[config.mk]
export PLATFORM = sky130hd
export DESIGN_NAME = dslc_regs
export DESIGN_NICKNAME = d
export VERILOG_FILES = /design/src/core/dslc_pkg.sv /design/src/core/dslc_regs.sv /design/src/core/dslc_spi.sv
export SDC_FILE = /design/constraint.sdc
export NUM_CORES = 1
export LEC_CHECK = 0
export CORE_UTILIZATION = 65
export DETAILED_ROUTE_END_ITERATION = 10
export DONT_BUFFER_PORTS = 1
export PLACE_DENSITY = 0.83
export SLEW_MARGIN = 20
export SYNTH_ARGS = -nofsm -noshare
export SYNTH_HDL_FRONTEND = slang
export SYNTH_SLANG_ARGS = --single-unit
[constraint.sdc]
create_clock -name REF_CLK -period 6.56 [get_ports REF_CLK]
set_clock_uncertainty 0.15 [all_clocks]
set_input_delay 1.312 -clock REF_CLK [delete_from_list [all_inputs] [get_ports REF_CLK]]
set_output_delay 1.312 -clock REF_CLK [all_outputs]
set_load 0.03 [all_outputs]
[src/core/dslc_pkg.sv]
// constants shared by the dither and serial link control register bank
package dslc_pkg;
   // register offsets on the serial control port
   localparam logic [14:0] ADDR_DITHER     = 15'h009d;
   localparam logic [14:0] ADDR_MARKER     = 15'h0160;
   localparam logic [14:0] ADDR_LINK_EN    = 15'h0200;
   localparam logic [14:0] ADDR_LINK_MODE  = 15'h0201;
   localparam logic [14:0] ADDR_MF_LEN     = 15'h0202;
   // reset values
   localparam logic [7:0]  RST_DITHER      = 8'h01;
   localparam logic [7:0]  RST_MARKER      = 8'h00;
   localparam logic [7:0]  RST_LINK_EN     = 8'h01;
   localparam logic [7:0]  RST_LINK_MODE   = 8'h02;
   localparam logic [7:0]  RST_MF_LEN      = 8'h1f;
   // field positions
   localparam int          DITHER_ON_BIT   = 0;
   localparam int          DITHER_SIZE_BIT = 1;
   localparam int          ROUND_ERR_BIT   = 2;
   localparam int          MARKER_BIT      = 0;
   localparam int          LINK_ON_BIT     = 0;
   // serial control port frame: read flag, 15-bit address, 8-bit data
   localparam int          SPI_ADDR_W      = 15;
   localparam int          SPI_DATA_W      = 8;
   localparam logic [4:0]  SPI_HDR_BITS    = 5'h10;
   localparam logic [4:0]  SPI_FRAME_BITS  = 5'h18;
   // sample path
   localparam int          SAMPLE_W        = 12;
   localparam int          MARK_POS_12     = 0;
   localparam int          MARK_POS_8      = 4;
   localparam int          MODE_ALLOW_W    = 64;
   localparam logic [7:0]  MODE_LIMIT      = 8'h40;
   // marker pin synchroniser and sample delay line share this depth
   localparam int          SYNC_DEPTH      = 2;

   typedef enum {SPI_HEADER, SPI_DATA, SPI_DONE} dslc_spi_e;
endpackage : dslc_pkg

[src/core/dslc_regs.sv]
// dither, sample marker and serial link control register bank
// How it works
// RL1: dither control bit 0 turns dither on; resets to one.
// RL2: dither bit 1 picks large dither when set, small when clear.
// RL3: dither bit 2 moves rounding error from noise to offset and spurs.
// RL4: marker control bit 0 places the timestamp in each sample lsb.
// RL5: the marker is delayed exactly as far as its sample.
// RL6: marker replaces the lsb, leaving 7 of 8 or 11 of 12 bits.
// RL7: the control bit count advertised in lane alignment stays zero.
// RL8: software enabling the marker also enables the sync receiver.
// RL9: link enable bit 0 turns the link on; resets to one.
// RL10: link off holds link reset, powers serializers down, gates clocks.
// RL11: link off keeps the multiframe counter cleared, sysref ignored.
// RL12: software clears link enable before changing other link settings.
// RL13: software sets calibration enable before link enable.
// RL14: software clears link enable before calibration enable.
// RL15: 8-bit link mode register selects mode; resets to mode 2.
// RL16: software writes link mode only with link and calibration off.
// RL17: only modes allowed by the mode-allow mask are taken.
// RL18: multiframe length holds K-1, reset 31, ignored in 64b/66b modes.
// RL19: reserved bits are stored and read back without effect.
`timescale 1ns/10ps
module dslc_regs
(
   // clock and reset
   input  wire  logic                                  REF_CLK,
   input  wire  logic                                  RST_B,
   // serial control port
   input  wire  logic                                  SCLK,
   input  wire  logic                                  SCS_B,
   input  wire  logic                                  SDI,
   output logic                                        SDO,
   output logic                                        SDO_OE,
   // calibration and mode lock state
   input  wire  logic                                  CAL_ON,
   input  wire  logic [dslc_pkg::MODE_ALLOW_W-1:0]     ALLOWED_MODES,
   input  wire  logic                                  MODE_IS_64B66B,
   input  wire  logic [7:0]                            K_FROM_MODE_M1,
   // multiframe timing
   input  wire  logic                                  FRAME_TICK,
   input  wire  logic                                  SYSREF,
   // sample path
   input  wire  logic [dslc_pkg::SAMPLE_W-1:0]         SAMPLE_IN,
   input  wire  logic                                  SAMPLE_8BIT,
   input  wire  logic                                  MARKER_PIN,
   output logic [dslc_pkg::SAMPLE_W-1:0]               SAMPLE_OUT,
   // converter dither
   output logic                                        DITHER_ON,
   output logic                                        DITHER_SIZE_SEL,
   output logic                                        ROUNDING_ERROR_TARGET,
   // serial link control
   output logic                                        LINK_RESET,
   output logic                                        SERIALIZER_PD,
   output logic                                        LINK_CLK_GATE_EN,
   output logic [7:0]                                  LINK_MODE,
   output logic [7:0]                                  FRAMES_PER_MF_M1,
   output logic [7:0]                                  MF_COUNT,
   output logic                                        MF_START,
   output logic [1:0]                                  ILA_CS
);
   logic                              wr_stb;
   logic [dslc_pkg::SPI_ADDR_W-1:0]   acc_addr;
   logic [dslc_pkg::SPI_DATA_W-1:0]   wdata;
   logic [dslc_pkg::SPI_DATA_W-1:0]   rdata;
   logic [7:0]                        dither_control;
   logic [7:0]                        sample_marker_control;
   logic [7:0]                        serial_link_enable;
   logic [7:0]                        multiframe_length;
   logic                              serial_link_on;
   logic                              sample_marker_insert;
   logic [1:0]                        marker_s;
   logic [1:0]                        sysref_s;
   logic                              sysref_d;
   logic                              sysref_rise;
   logic [dslc_pkg::SAMPLE_W-1:0]     sample_d [dslc_pkg::SYNC_DEPTH];
   logic [1:0]                        fmt8_d;
   logic [7:0]                        next_mf_count;

   function automatic logic is_wr(input logic stb, input logic [14:0] a, input logic [14:0] target);
      return stb && (a == target);
   endfunction : is_wr

   function automatic logic mode_allowed(input logic [7:0] mode, input logic [63:0] allow);
      return (mode < dslc_pkg::MODE_LIMIT) && allow[mode[5:0]];
   endfunction : mode_allowed

   dslc_spi u_spi
   (
      .clk       (REF_CLK),
      .rst_b     (RST_B),
      .sclk_pin  (SCLK),
      .scs_b_pin (SCS_B),
      .sdi_pin   (SDI),
      .sdo       (SDO),
      .sdo_oe    (SDO_OE),
      .wr_stb    (wr_stb),
      .acc_addr  (acc_addr),
      .wdata     (wdata),
      .rdata     (rdata)
   );

   assign serial_link_on       = serial_link_enable[dslc_pkg::LINK_ON_BIT];
   assign sample_marker_insert = sample_marker_control[dslc_pkg::MARKER_BIT];

   // whole bytes are stored so reserved bits read back as written
   always_ff @(posedge REF_CLK)
   begin
      if (!RST_B)
         dither_control <= dslc_pkg::RST_DITHER; // see RL1
      else if (is_wr(wr_stb, acc_addr, dslc_pkg::ADDR_DITHER))
         dither_control <= wdata; // see RL19
   end

   assign DITHER_ON             = dither_control[dslc_pkg::DITHER_ON_BIT]; // see RL1
   assign DITHER_SIZE_SEL       = dither_control[dslc_pkg::DITHER_SIZE_BIT]; // see RL2
   assign ROUNDING_ERROR_TARGET = dither_control[dslc_pkg::ROUND_ERR_BIT]; // see RL3

   always_ff @(posedge REF_CLK)
   begin
      if (!RST_B)
         sample_marker_control <= dslc_pkg::RST_MARKER; // see RL4
      else if (is_wr(wr_stb, acc_addr, dslc_pkg::ADDR_MARKER))
         sample_marker_control <= wdata;
   end

   always_ff @(posedge REF_CLK)
   begin
      if (!RST_B)
         serial_link_enable <= dslc_pkg::RST_LINK_EN; // see RL9
      else if (is_wr(wr_stb, acc_addr, dslc_pkg::ADDR_LINK_EN))
         serial_link_enable <= wdata; // see RL9
   end

   // a mode write is dropped while the link or calibration runs, or if locked out
   always_ff @(posedge REF_CLK)
   begin
      if (!RST_B)
         LINK_MODE <= dslc_pkg::RST_LINK_MODE; // see RL15
      else if (is_wr(wr_stb, acc_addr, dslc_pkg::ADDR_LINK_MODE) && !serial_link_on && !CAL_ON
               && mode_allowed(wdata, ALLOWED_MODES))
         LINK_MODE <= wdata; // see RL17
   end

   always_ff @(posedge REF_CLK)
   begin
      if (!RST_B)
         multiframe_length <= dslc_pkg::RST_MF_LEN; // see RL18
      else if (is_wr(wr_stb, acc_addr, dslc_pkg::ADDR_MF_LEN))
         multiframe_length <= wdata;
   end

   always_comb
   begin
      unique case (acc_addr)
         dslc_pkg::ADDR_DITHER:    rdata = dither_control;
         dslc_pkg::ADDR_MARKER:    rdata = sample_marker_control;
         dslc_pkg::ADDR_LINK_EN:   rdata = serial_link_enable;
         dslc_pkg::ADDR_LINK_MODE: rdata = LINK_MODE;
         dslc_pkg::ADDR_MF_LEN:    rdata = multiframe_length;
         default:                  rdata = 8'h00;
      endcase
   end

   // link power and reset follow the enable one cycle later
   always_ff @(posedge REF_CLK)
   begin
      if (!RST_B)
      begin
         LINK_RESET       <= 1'b0;
         SERIALIZER_PD    <= 1'b0;
         LINK_CLK_GATE_EN <= 1'b1;
      end
      else
      begin
         LINK_RESET       <= ~serial_link_on; // see RL10
         SERIALIZER_PD    <= ~serial_link_on; // see RL10
         LINK_CLK_GATE_EN <= serial_link_on; // see RL10
      end
   end

   // 64b/66b modes take K from the mode, not from the register
   always_ff @(posedge REF_CLK)
   begin
      if (!RST_B)
         FRAMES_PER_MF_M1 <= dslc_pkg::RST_MF_LEN;
      else
         FRAMES_PER_MF_M1 <= MODE_IS_64B66B ? K_FROM_MODE_M1 : multiframe_length; // see RL18
   end

   always_ff @(posedge REF_CLK)
   begin
      if (!RST_B)
      begin
         sysref_s <= 2'h0;
         sysref_d <= 1'b0;
      end
      else
      begin
         sysref_s <= {sysref_s[0], SYSREF};
         sysref_d <= sysref_s[1];
      end
   end

   assign sysref_rise   = sysref_s[1] & ~sysref_d;
   assign next_mf_count = (MF_COUNT == FRAMES_PER_MF_M1) ? 8'h00 : MF_COUNT + 8'h01;

   // held cleared while the link is off, so sysref cannot realign it
   always_ff @(posedge REF_CLK)
   begin
      if (!RST_B || !serial_link_on)
      begin
         MF_COUNT <= 8'h00; // see RL11
         MF_START <= 1'b0;
      end
      else if (sysref_rise)
      begin
         MF_COUNT <= 8'h00;
         MF_START <= 1'b1;
      end
      else if (FRAME_TICK)
      begin
         MF_COUNT <= next_mf_count;
         MF_START <= (next_mf_count == 8'h00);
      end
      else
         MF_START <= 1'b0;
   end

   // the marker is never announced as a control bit
   always_ff @(posedge REF_CLK)
   begin
      ILA_CS <= 2'h0; // see RL7
   end

   // samples wait as long as the marker spends in its synchroniser
   always_ff @(posedge REF_CLK)
   begin
      if (!RST_B)
      begin
         marker_s    <= 2'h0;
         sample_d[0] <= 12'h000;
         sample_d[1] <= 12'h000;
         fmt8_d      <= 2'h0;
      end
      else
      begin
         marker_s    <= {marker_s[0], MARKER_PIN}; // see RL5
         sample_d[0] <= SAMPLE_IN; // see RL5
         sample_d[1] <= sample_d[0];
         fmt8_d      <= {fmt8_d[0], SAMPLE_8BIT};
      end
   end

   // 8-bit samples sit in the upper bits, so their lsb is bit 4
   always_ff @(posedge REF_CLK)
   begin
      if (!RST_B)
         SAMPLE_OUT <= 12'h000;
      else
      begin
         SAMPLE_OUT <= sample_d[1];
         if (sample_marker_insert && fmt8_d[1])
            SAMPLE_OUT[dslc_pkg::MARK_POS_8] <= marker_s[1]; // see RL4 RL6
         else if (sample_marker_insert)
            SAMPLE_OUT[dslc_pkg::MARK_POS_12] <= marker_s[1]; // see RL4 RL6
      end
   end
endmodule : dslc_regs

[src/core/dslc_spi.sv]
// serial control port slave, oversampled on the reference clock
`timescale 1ns/10ps
module dslc_spi
(
   // clock and reset
   input  wire  logic                             clk,
   input  wire  logic                             rst_b,
   // pins, asynchronous to clk
   input  wire  logic                             sclk_pin,
   input  wire  logic                             scs_b_pin,
   input  wire  logic                             sdi_pin,
   output logic                                   sdo,
   output logic                                   sdo_oe,
   // register access
   output logic                                   wr_stb,
   output logic [dslc_pkg::SPI_ADDR_W-1:0]        acc_addr,
   output logic [dslc_pkg::SPI_DATA_W-1:0]        wdata,
   input  wire  logic [dslc_pkg::SPI_DATA_W-1:0]  rdata
);
   logic [1:0]                     sclk_s;
   logic [1:0]                     scs_s;
   logic [1:0]                     sdi_s;
   logic                           sclk_d;
   logic [4:0]                     bit_cnt;
   logic [22:0]                    shreg;
   logic                           rd_op;
   logic                           load_rd;
   logic [dslc_pkg::SPI_DATA_W-1:0] rd_shift;
   logic                           rise;
   logic                           fall;
   dslc_pkg::dslc_spi_e            state;

   // two flops per pin, plus a third on sclk for edge detection; the first stage is never looked at
   always_ff @(posedge clk)
   begin
      if (!rst_b)
      begin
         sclk_s <= 2'h0;
         scs_s  <= 2'h3;
         sdi_s  <= 2'h0;
         sclk_d <= 1'b0;
      end
      else
      begin
         sclk_s <= {sclk_s[0], sclk_pin};
         scs_s  <= {scs_s[0], scs_b_pin};
         sdi_s  <= {sdi_s[0], sdi_pin};
         sclk_d <= sclk_s[1];
      end
   end

   assign rise = sclk_s[1] & ~sclk_d;
   assign fall = ~sclk_s[1] & sclk_d;

   // bits beyond one frame are ignored until chip select rises
   always_ff @(posedge clk)
   begin
      if (!rst_b || scs_s[1])
      begin
         state    <= dslc_pkg::SPI_HEADER;
         bit_cnt  <= 5'h00;
         shreg    <= 23'h000000;
         rd_op    <= 1'b0;
         acc_addr <= 15'h0000;
         wdata    <= 8'h00;
         wr_stb   <= 1'b0;
         load_rd  <= 1'b0;
      end
      else
      begin
         wr_stb  <= 1'b0;
         load_rd <= 1'b0;
         if (rise && state != dslc_pkg::SPI_DONE)
         begin
            shreg   <= {shreg[21:0], sdi_s[1]};
            bit_cnt <= bit_cnt + 5'h01;
         end
         unique case (state)
            dslc_pkg::SPI_HEADER:
               if (rise && bit_cnt == dslc_pkg::SPI_HDR_BITS - 5'h01)
               begin
                  rd_op    <= shreg[14];
                  acc_addr <= {shreg[13:0], sdi_s[1]};
                  load_rd  <= shreg[14];
                  state    <= dslc_pkg::SPI_DATA;
               end
            dslc_pkg::SPI_DATA:
               if (rise && bit_cnt == dslc_pkg::SPI_FRAME_BITS - 5'h01)
               begin
                  wdata  <= {shreg[6:0], sdi_s[1]};
                  wr_stb <= ~rd_op;
                  state  <= dslc_pkg::SPI_DONE;
               end
            dslc_pkg::SPI_DONE:
               state <= dslc_pkg::SPI_DONE;
         endcase
      end
   end

   // read data leaves msb first on falling edges of the serial clock
   always_ff @(posedge clk)
   begin
      if (!rst_b || scs_s[1])
      begin
         rd_shift <= 8'h00;
         sdo      <= 1'b0;
         sdo_oe   <= 1'b0;
      end
      else if (load_rd)
      begin
         rd_shift <= rdata;
         sdo_oe   <= 1'b1;
      end
      else if (fall && rd_op && state == dslc_pkg::SPI_DATA)
      begin
         sdo      <= rd_shift[7];
         rd_shift <= {rd_shift[6:0], 1'b0};
      end
   end
endmodule : dslc_spi

==> results of run 1 <==
[worst max-delay path, delay by kind of cell (launching register included)]
family	cells	cell delay, ps
AOI/OAI and AO/OA	1	180
DFF	1	650
and+or+nand+nor	5	1890
[layout make-up]
class | count | area share, %
inverters | 6 | 0.294
clock buffers | 18 | 5.45
well taps | 136 | 2.22
repair buffers | 5 | 0.490
flip-flops and latches | 167 | 43.6
diodes | 2 | 0.0653
clock inverters | 14 | 2.38
multi-input cells | 513 | 45.5
[cells by family after synthesis]
kind of cell,after synthesis,share of synthesized area (%)
buf+inv,61,3.92
xor+xnor,15,1.85
other cells,1,0.0529
compound gates,118,10.6
flops,167,47.2
mux,80,13.3
fa+ha+maj,6,1.06
simple gates,292,22.1
[power by group through the flow]
stage	clock network, mW	registers, mW	logic [mW]
floorplan	0	1.07	0.0456
global placement	0	1.07	0.0414
detailed placement	0	1.07	0.0429
CTS	1.01	1.05	0.0433
global route	1.05	1.05	0.0474
finish	0.997	1.05	0.0435
[stage by stage]
step / total power, mW / area (um2) / utilization, %
detailed placement: 1.11 / 7060 / 67.5
floorplan: 1.11 / 7090 / -
CTS: 2.10 / 7660 / 73.2
global placement: 1.11 / 7050 / 67.4
finish: 2.09 / 7670 / 73.3
global route: 2.15 / 7670 / 73.3
[cell usage in the layout, fill, tap and decap left out, types with 3 or more instances in the layout]
| cell | count |
|---|---|
| a211oi_1 | 4 |
| a21boi_1 | 7 |
| a21oi_1 | 45 |
| a21oi_2 | 5 |
| a221oi_1 | 3 |
| a222oi_1 | 8 |
| a22oi_1 | 3 |
| and2_1 | 47 |
| and3_1 | 12 |
| buf_4 | 5 |
| clkbuf_16 | 16 |
| dfxtp_1 | 166 |
| ha_1 | 6 |
| inv_1 | 6 |
| inv_6 | 3 |
| inv_8 | 5 |
| mux2_1 | 3 |
| mux2_2 | 8 |
| mux2i_1 | 59 |
| mux4_2 | 10 |
| nand2_1 | 105 |
| nand2b_1 | 14 |
| nand3_1 | 15 |
| nand4_1 | 4 |
| nor2_1 | 26 |
| nor2b_1 | 34 |
| nor3_1 | 6 |
| o211ai_1 | 3 |
| o21a_1 | 3 |
| o21ai_0 | 19 |
| o21ai_1 | 4 |
| o21bai_1 | 4 |
| or3b_2 | 3 |
| or4_4 | 3 |
| xnor2_1 | 12 |
| xor2_1 | 3 |
[worst paths after layout]
| check | from | to | slack (ps) | cells after the start |
|---|---|---|---|---|
| max | u_spi.acc_addr[0]$_SDFFE_PP0N_ | LINK_MODE[5]$_SDFFE_PN0P_ | 3600 | 6 |
| min | u_spi.scs_s[0]$_SDFF_PN1_ | u_spi.scs_s[1]$_SDFF_PN1_ | 260 | 1 |
| max reg2reg | u_spi.acc_addr[0]$_SDFFE_PP0N_ | LINK_MODE[5]$_SDFFE_PN0P_ | 3600 | 6 |
| min reg2reg | u_spi.scs_s[0]$_SDFF_PN1_ | u_spi.scs_s[1]$_SDFF_PN1_ | 260 | 1 |
[sequential cells by signal, summed over array words and instances, names as in the netlist, 12 cells and up]
| name | cells |
|---|---|
| SAMPLE_OUT | 12 |
| sample_d | 24 |
| u_spi.acc_addr | 15 |
| u_spi.shreg | 15 |
[routing by layer]
layer	share of wire, %	vias up	GRT usage, %
li1	-	2492	-
met1	41	2466	31.1
met2	50	210	47.5
met3	7.2	28	7.23
met4	2.0	0	11.4
met5	0	-	0
==> results.py, run 1 <==
metrics = {
    "critical_path": {
        "cp-start-kind": "flop",
        "required_ps": 6840,
        "cp.arrival_ps": 3240,
        "worstPathCellList": "nor2b_1 > and4b_1 > nand2_1 > nand4bb_1 > and3_1 > o21a_1",
        "end_kind": "flop",
        "path_class": "reg -> reg",
        "worst_path_largest_cell_delay_ps": 650,
        "critical_path.slowest_cell": "dfxtp_1",
        "worst-path-max-fanout": 14,
    },
    "placement": {
        "dp_cells": 827,
        "gp_congestion": 0.875,
        "pre_cts_slack_ps": 3450,
        "port_buffers": 0,
        "dp_hpwl_mm": 10.4,
    },
    "die": {
        "dieWidth_um": 106,
        "pin_count": 142,
        "core_area_mm2": 0.0105,
        "start_util_pct": 67.8,
        "row_count": 37,
        "die_h_um": 106,
        "fp.dieArea_mm2": 0.0113,
    },
    "detailed_routing": {
        "drt_iter0_drc": 399,
        "wl_per_cell_um": 17.7,
        "ant_nets": 0,
        "drc": 0,
        "vias": 5196,
        "routed_via_density": 6.03,
        "drt-pass1-iter-count": 6,
        "routed_wl_mm": 15.2,
    },
    "yosys": {
        "syn_inst": 740,
        "post-synth-top-count-cell": "dfxtp_1",
        "synthesis.area_mm2": 0.00709,
        "synth_top_area_share_pct": 47.2,
        "synth_area_per_cell_um2": 9.58,
        "yosysTopAreaCell": "dfxtp_1",
        "ys_ff_latch": 167,
        "synth_edf_count": 0,
        "synthTopCellsByCount": "dfxtp_1, nand2_1, mux2i_1",
        "yosys-top-cells-area": "dfxtp_1, mux2i_1, nand2_1, and2_1, a21oi_1",
        "yosysWarnings": 0,
        "yosysSeqAreaShare_pct": 47.2,
        "synth_cell_types": 64,
        "synthArstFlopShare_pct": 0,
        "yosys_most_used_dff": "dfxtp_1",
    },
    "power_and_ir_drop": {
        "p_sw_share_pct": 22.6,
        "powerDensity_mw_per_mm2": 272,
        "switchingPower_mw": 0.471,
        "pwr-share-seq_pct": 50.2,
        "vdd_drop_max_mv": 0.219,
        "p_leak_nw": 2.84,
        "power_frac_comb_pct": 2.1,
        "intPower_mw": 1.62,
        "clkPwrFrac_pct": 47.8,
    },
    "grt": {
        "grt.overflow.total": 0,
        "grtUsageTotal_pct": 27.1,
        "grt_max_degree": 104,
        "grt_pass1_vias": 5043,
        "antenna_found_initial": 2,
        "grt_pass1_wl_mm": 23.9,
    },
    "clocking": {
        "clk_pin_slew_worst_paths_ps": 70,
        "cts_hold_buf": 0,
        "clk_path_buf_depth": 2,
        "cts_buffers": 17,
        "cts_setup_buffers": 0,
        "clock_latency_ps": 540,
        "ctsResizeCount": 0,
        "root_buffer": "clkbuf_8",
        "clock_sinks": 167,
        "htreeDepth": 4,
        "cts_tree": "done",
    },
    "cells_and_area": {
        "fin_cells": 861,
        "seqCellArea_mm2": 0.00334,
        "layout-drive-gt1-share_pct": 10.2,
        "fillCellCount": 756,
        "multiInputGateArea_mm2": 0.00349,
        "syn_to_final_growth_pct": 8.15,
        "final_nets": 811,
    },
    "run": {
        "max-cap-violations": 0,
    },
    "hold_path": {
        "hold_path_class": "reg -> reg",
    },
    "timing": {
        "hold_ws_ps": 260,
        "slew_headroom_pct": 45.3,
        "finalCritPeriodShare_pct": 45.2,
        "fin_tns_setup_ps": 0,
        "worstMarginPinSlew_ps": 821,
        "drv_slew": 0,
        "fin_ws_ps": 3600,
        "rsz0062_at_grt": "false",
        "fmax_ghz": 0.337,
        "setup_viol": 0,
        "hold_viol_final": 0,
        "min_period_ps": 2960,
    },
    "outcome": {
        "status": "finished clean",
    },
}
Note: power is estimated with default switching activity, not from simulation.
==> run 2: changes to the inputs <==
--- a/config.mk
+++ b/config.mk
@@ -5,10 +5,10 @@
 export SDC_FILE = /design/constraint.sdc
 export NUM_CORES = 1
 export LEC_CHECK = 0
-export CORE_UTILIZATION = 65
+export CORE_UTILIZATION = 63
 export DETAILED_ROUTE_END_ITERATION = 10
 export DONT_BUFFER_PORTS = 1
-export PLACE_DENSITY = 0.83
+export PLACE_DENSITY = 0.81
 export SLEW_MARGIN = 20
 export SYNTH_ARGS = -nofsm -noshare
 export SYNTH_HDL_FRONTEND = slang
==> constraint.sdc (replaced) <==
create_clock -name REF_CLK -period 3 [get_ports REF_CLK]
set_clock_uncertainty 0.15 [all_clocks]
set_input_delay 0.6 -clock REF_CLK [delete_from_list [all_inputs] [get_ports REF_CLK]]
set_output_delay 0.6 -clock REF_CLK [all_outputs]
set_load 0.03 [all_outputs]
==> results.py, run 2 (synthesis gave the netlist of run 1 again) <==
metrics = {
    "outcome": {
        "status": "finished clean",
    },
    "clocking": {
        "root_buffer": "clkbuf_8",
        "clk_path_buf_depth": 2,
        "htreeDepth": 4,
        "clk_pin_slew_worst_paths_ps": 70,
        "clock_sinks": 167,
        "cts_tree": "done",
        "ctsResizeCount": 0,
        "cts_buffers": 17,
        "clock_latency_ps": 530,
    },
    "placement": {
        "placed_area_mm2": 0.00714,
        "gp_congestion": 0.867,
        "dp_hpwl_mm": 10.6,
        "port_buffers": 0,
    },
    "timing": {
        "hold_viol_final": 0,
        "drv_slew": 0,
        "setup_viol": 0,
        "slew_headroom_pct": 54.0,
        "rsz0062_at_grt": "false",
        "fmax_ghz": 0.380,
        "min_period_ps": 2630,
        "worstMarginPinSlew_ps": 688,
        "fin_tns_setup_ps": 0,
        "hold_ws_ps": 36.8,
        "finalCritPeriodShare_pct": 87.7,
    },
    "critical_path": {
        "worst-path-max-fanout": 12,
        "timing.rr.start": "u_spi.acc_addr[14]$_SDFFE_PP0N_",
        "r2r-end": "LINK_MODE[5]$_SDFFE_PN0P_",
        "worstPathCellList": "or4_4 > nor4_2 > and3_1 > nand4_1 > and3_1 > o21a_1",
        "path_common_cell": "and3_1",
        "worst_r2r_path_depth": 6,
        "critical_path.slowest_cell": "or4_4",
        "cp.arrival_ps": 2910,
        "worst_path_largest_cell_delay_ps": 570,
        "required_ps": 3280,
        "end_kind": "flop",
        "cp-start-kind": "flop",
        "rrSetupSlack_ps": 370,
        "path_class": "reg -> reg",
    },
    "detailed_routing": {
        "drt-pass1-iter-count": 5,
        "drt_iter0_drc": 468,
        "ant_nets": 0,
        "drc": 0,
        "wl_per_cell_um": 17.5,
        "vias": 5122,
        "routed_wl_mm": 15.4,
        "routed_via_density": 5.85,
    },
    "die": {
        "pin_count": 142,
        "start_util_pct": 65.1,
        "fp.dieArea_mm2": 0.0117,
        "dieWidth_um": 108,
        "core_area_mm2": 0.0109,
        "die_h_um": 108,
        "row_count": 38,
    },
    "cells_and_area": {
        "layout-drive-gt1-share_pct": 11.3,
        "syn_to_final_growth_pct": 9.28,
        "reg_top3": "sample_d (24), u_spi.acc_addr (15), u_spi.shreg (15)",
        "final_cell_mix": "dfxtp_1, nand2_1, mux2i_1, and2_1, a21oi_1",
        "final_common_cell": "dfxtp_1",
        "final_cell_area_mm2": 0.00775,
        "final_nets": 822,
        "largest-register": "sample_d",
        "largest_reg_flops": 24,
    },
    "grt": {
        "grt.overflow.total": 0,
        "antenna_found_initial": 1,
        "grt_max_degree": 90,
        "grtUsageTotal_pct": 26.6,
        "grt_pass1_wl_mm": 23.7,
        "grt_pass1_vias": 4873,
    },
    "hold_path": {
        "hold_depth": 1,
        "hold_path_class": "in -> reg",
        "whs_endpoint": "sample_d[0][2]$_SDFF_PN0_",
        "hp-start": "SAMPLE_IN[2]",
    },
    "power_and_ir_drop": {
        "vdd_drop_max_mv": 0.395,
        "p_total_mw": 4.51,
        "powerDensity_mw_per_mm2": 582,
        "p_leak_nw": 2.89,
    },
    "run": {
        "max-cap-violations": 0,
    },
}
-- run 2: changes by cell type in the layout (fill, tap and decap cells not counted), sizes merged --
cell         before  now
diode             2    1
inv              14   16
clkinv            2    1
dlygate4sd3       0    3
bufinv            2    1
buf               5   13
-- run 2: worst max path at each step --
| stage | start | end | slack (ps) | cells past startpoint |
|---|---|---|---|---|
| floorplan | u_spi.acc_addr[14]$_SDFFE_PP0N_ | LINK_MODE[2]$_SDFFE_PN0P_ | 770 | 7 |
| global placement | u_spi.acc_addr[14]$_SDFFE_PP0N_ | LINK_MODE[2]$_SDFFE_PN0P_ | 470 | 6 |
| detailed placement | u_spi.acc_addr[14]$_SDFFE_PP0N_ | LINK_MODE[0]$_SDFFE_PN0P_ | 410 | 6 |
| CTS | u_spi.acc_addr[14]$_SDFFE_PP0N_ | LINK_MODE[0]$_SDFFE_PN0P_ | 390 | 6 |
| global route | u_spi.acc_addr[14]$_SDFFE_PP0N_ | LINK_MODE[5]$_SDFFE_PN0P_ | 190 | 6 |
| finish | u_spi.acc_addr[14]$_SDFFE_PP0N_ | LINK_MODE[5]$_SDFFE_PN0P_ | 370 | 6 |
-- run 2: where the power goes --
part           leakage [nW]  switching, mW  internal, mW
clock network         0.281          0.950          1.16
logic                  1.25         0.0467        0.0562
registers              1.36         0.0385          2.25
total                  2.89           1.04          3.47
-- run 2: per-stage QoR --
| step | setup slack [ps] | instances | util (%) |
|---|---|---|---|
| 3_5_place_dp | 415 | 839 | 65.5 |
| 6_report | 370 | 875 | 71.2 |
| 2_1_floorplan | 768 | 741 | - |
| 5_1_grt | 192 | 875 | 71.2 |
| 3_3_place_gp | 475 | 839 | 65.5 |
| 4_1_cts | 394 | 874 | 71.1 |
-- run 2: per-layer routing --
layer / up-vias / part of all wire [%] / global-route usage, %
met1: 2412 / 42 / 31.7
met3: 23 / 6.4 / 6.69
met4: 0 / 1.8 / 11.5
li1: 2507 / - / -
met2: 180 / 50 / 45.2
met5: - / 0 / 0
-- run 2: timing repair --
| item | in CTS | in global routing |
|---|---|---|
| buffers inserted | 0 | 0 |
| hold buffers | 3 | 0 |
| endpoints found under the hold margin | 14 | 0 |
-- run 2: cell type report --
class / instances / area [um2]
Fill cell: 810 / 3140
Antenna cell: 1 / 2.50
Inverter: 6 / 22.5
Multi-Input combinational cell: 513 / 3480
Clock inverter: 14 / 151
Timing Repair Buffer: 16 / 140
Tap cell: 140 / 175
Clock buffer: 18 / 428
Sequential cell: 167 / 3340
-- run 2: worst max-delay path, delay by kind of cell, from the launching register on --
family,cells,cell delay (ps)
flops,1,310
simple gates,5,1890
compound gates,1,180
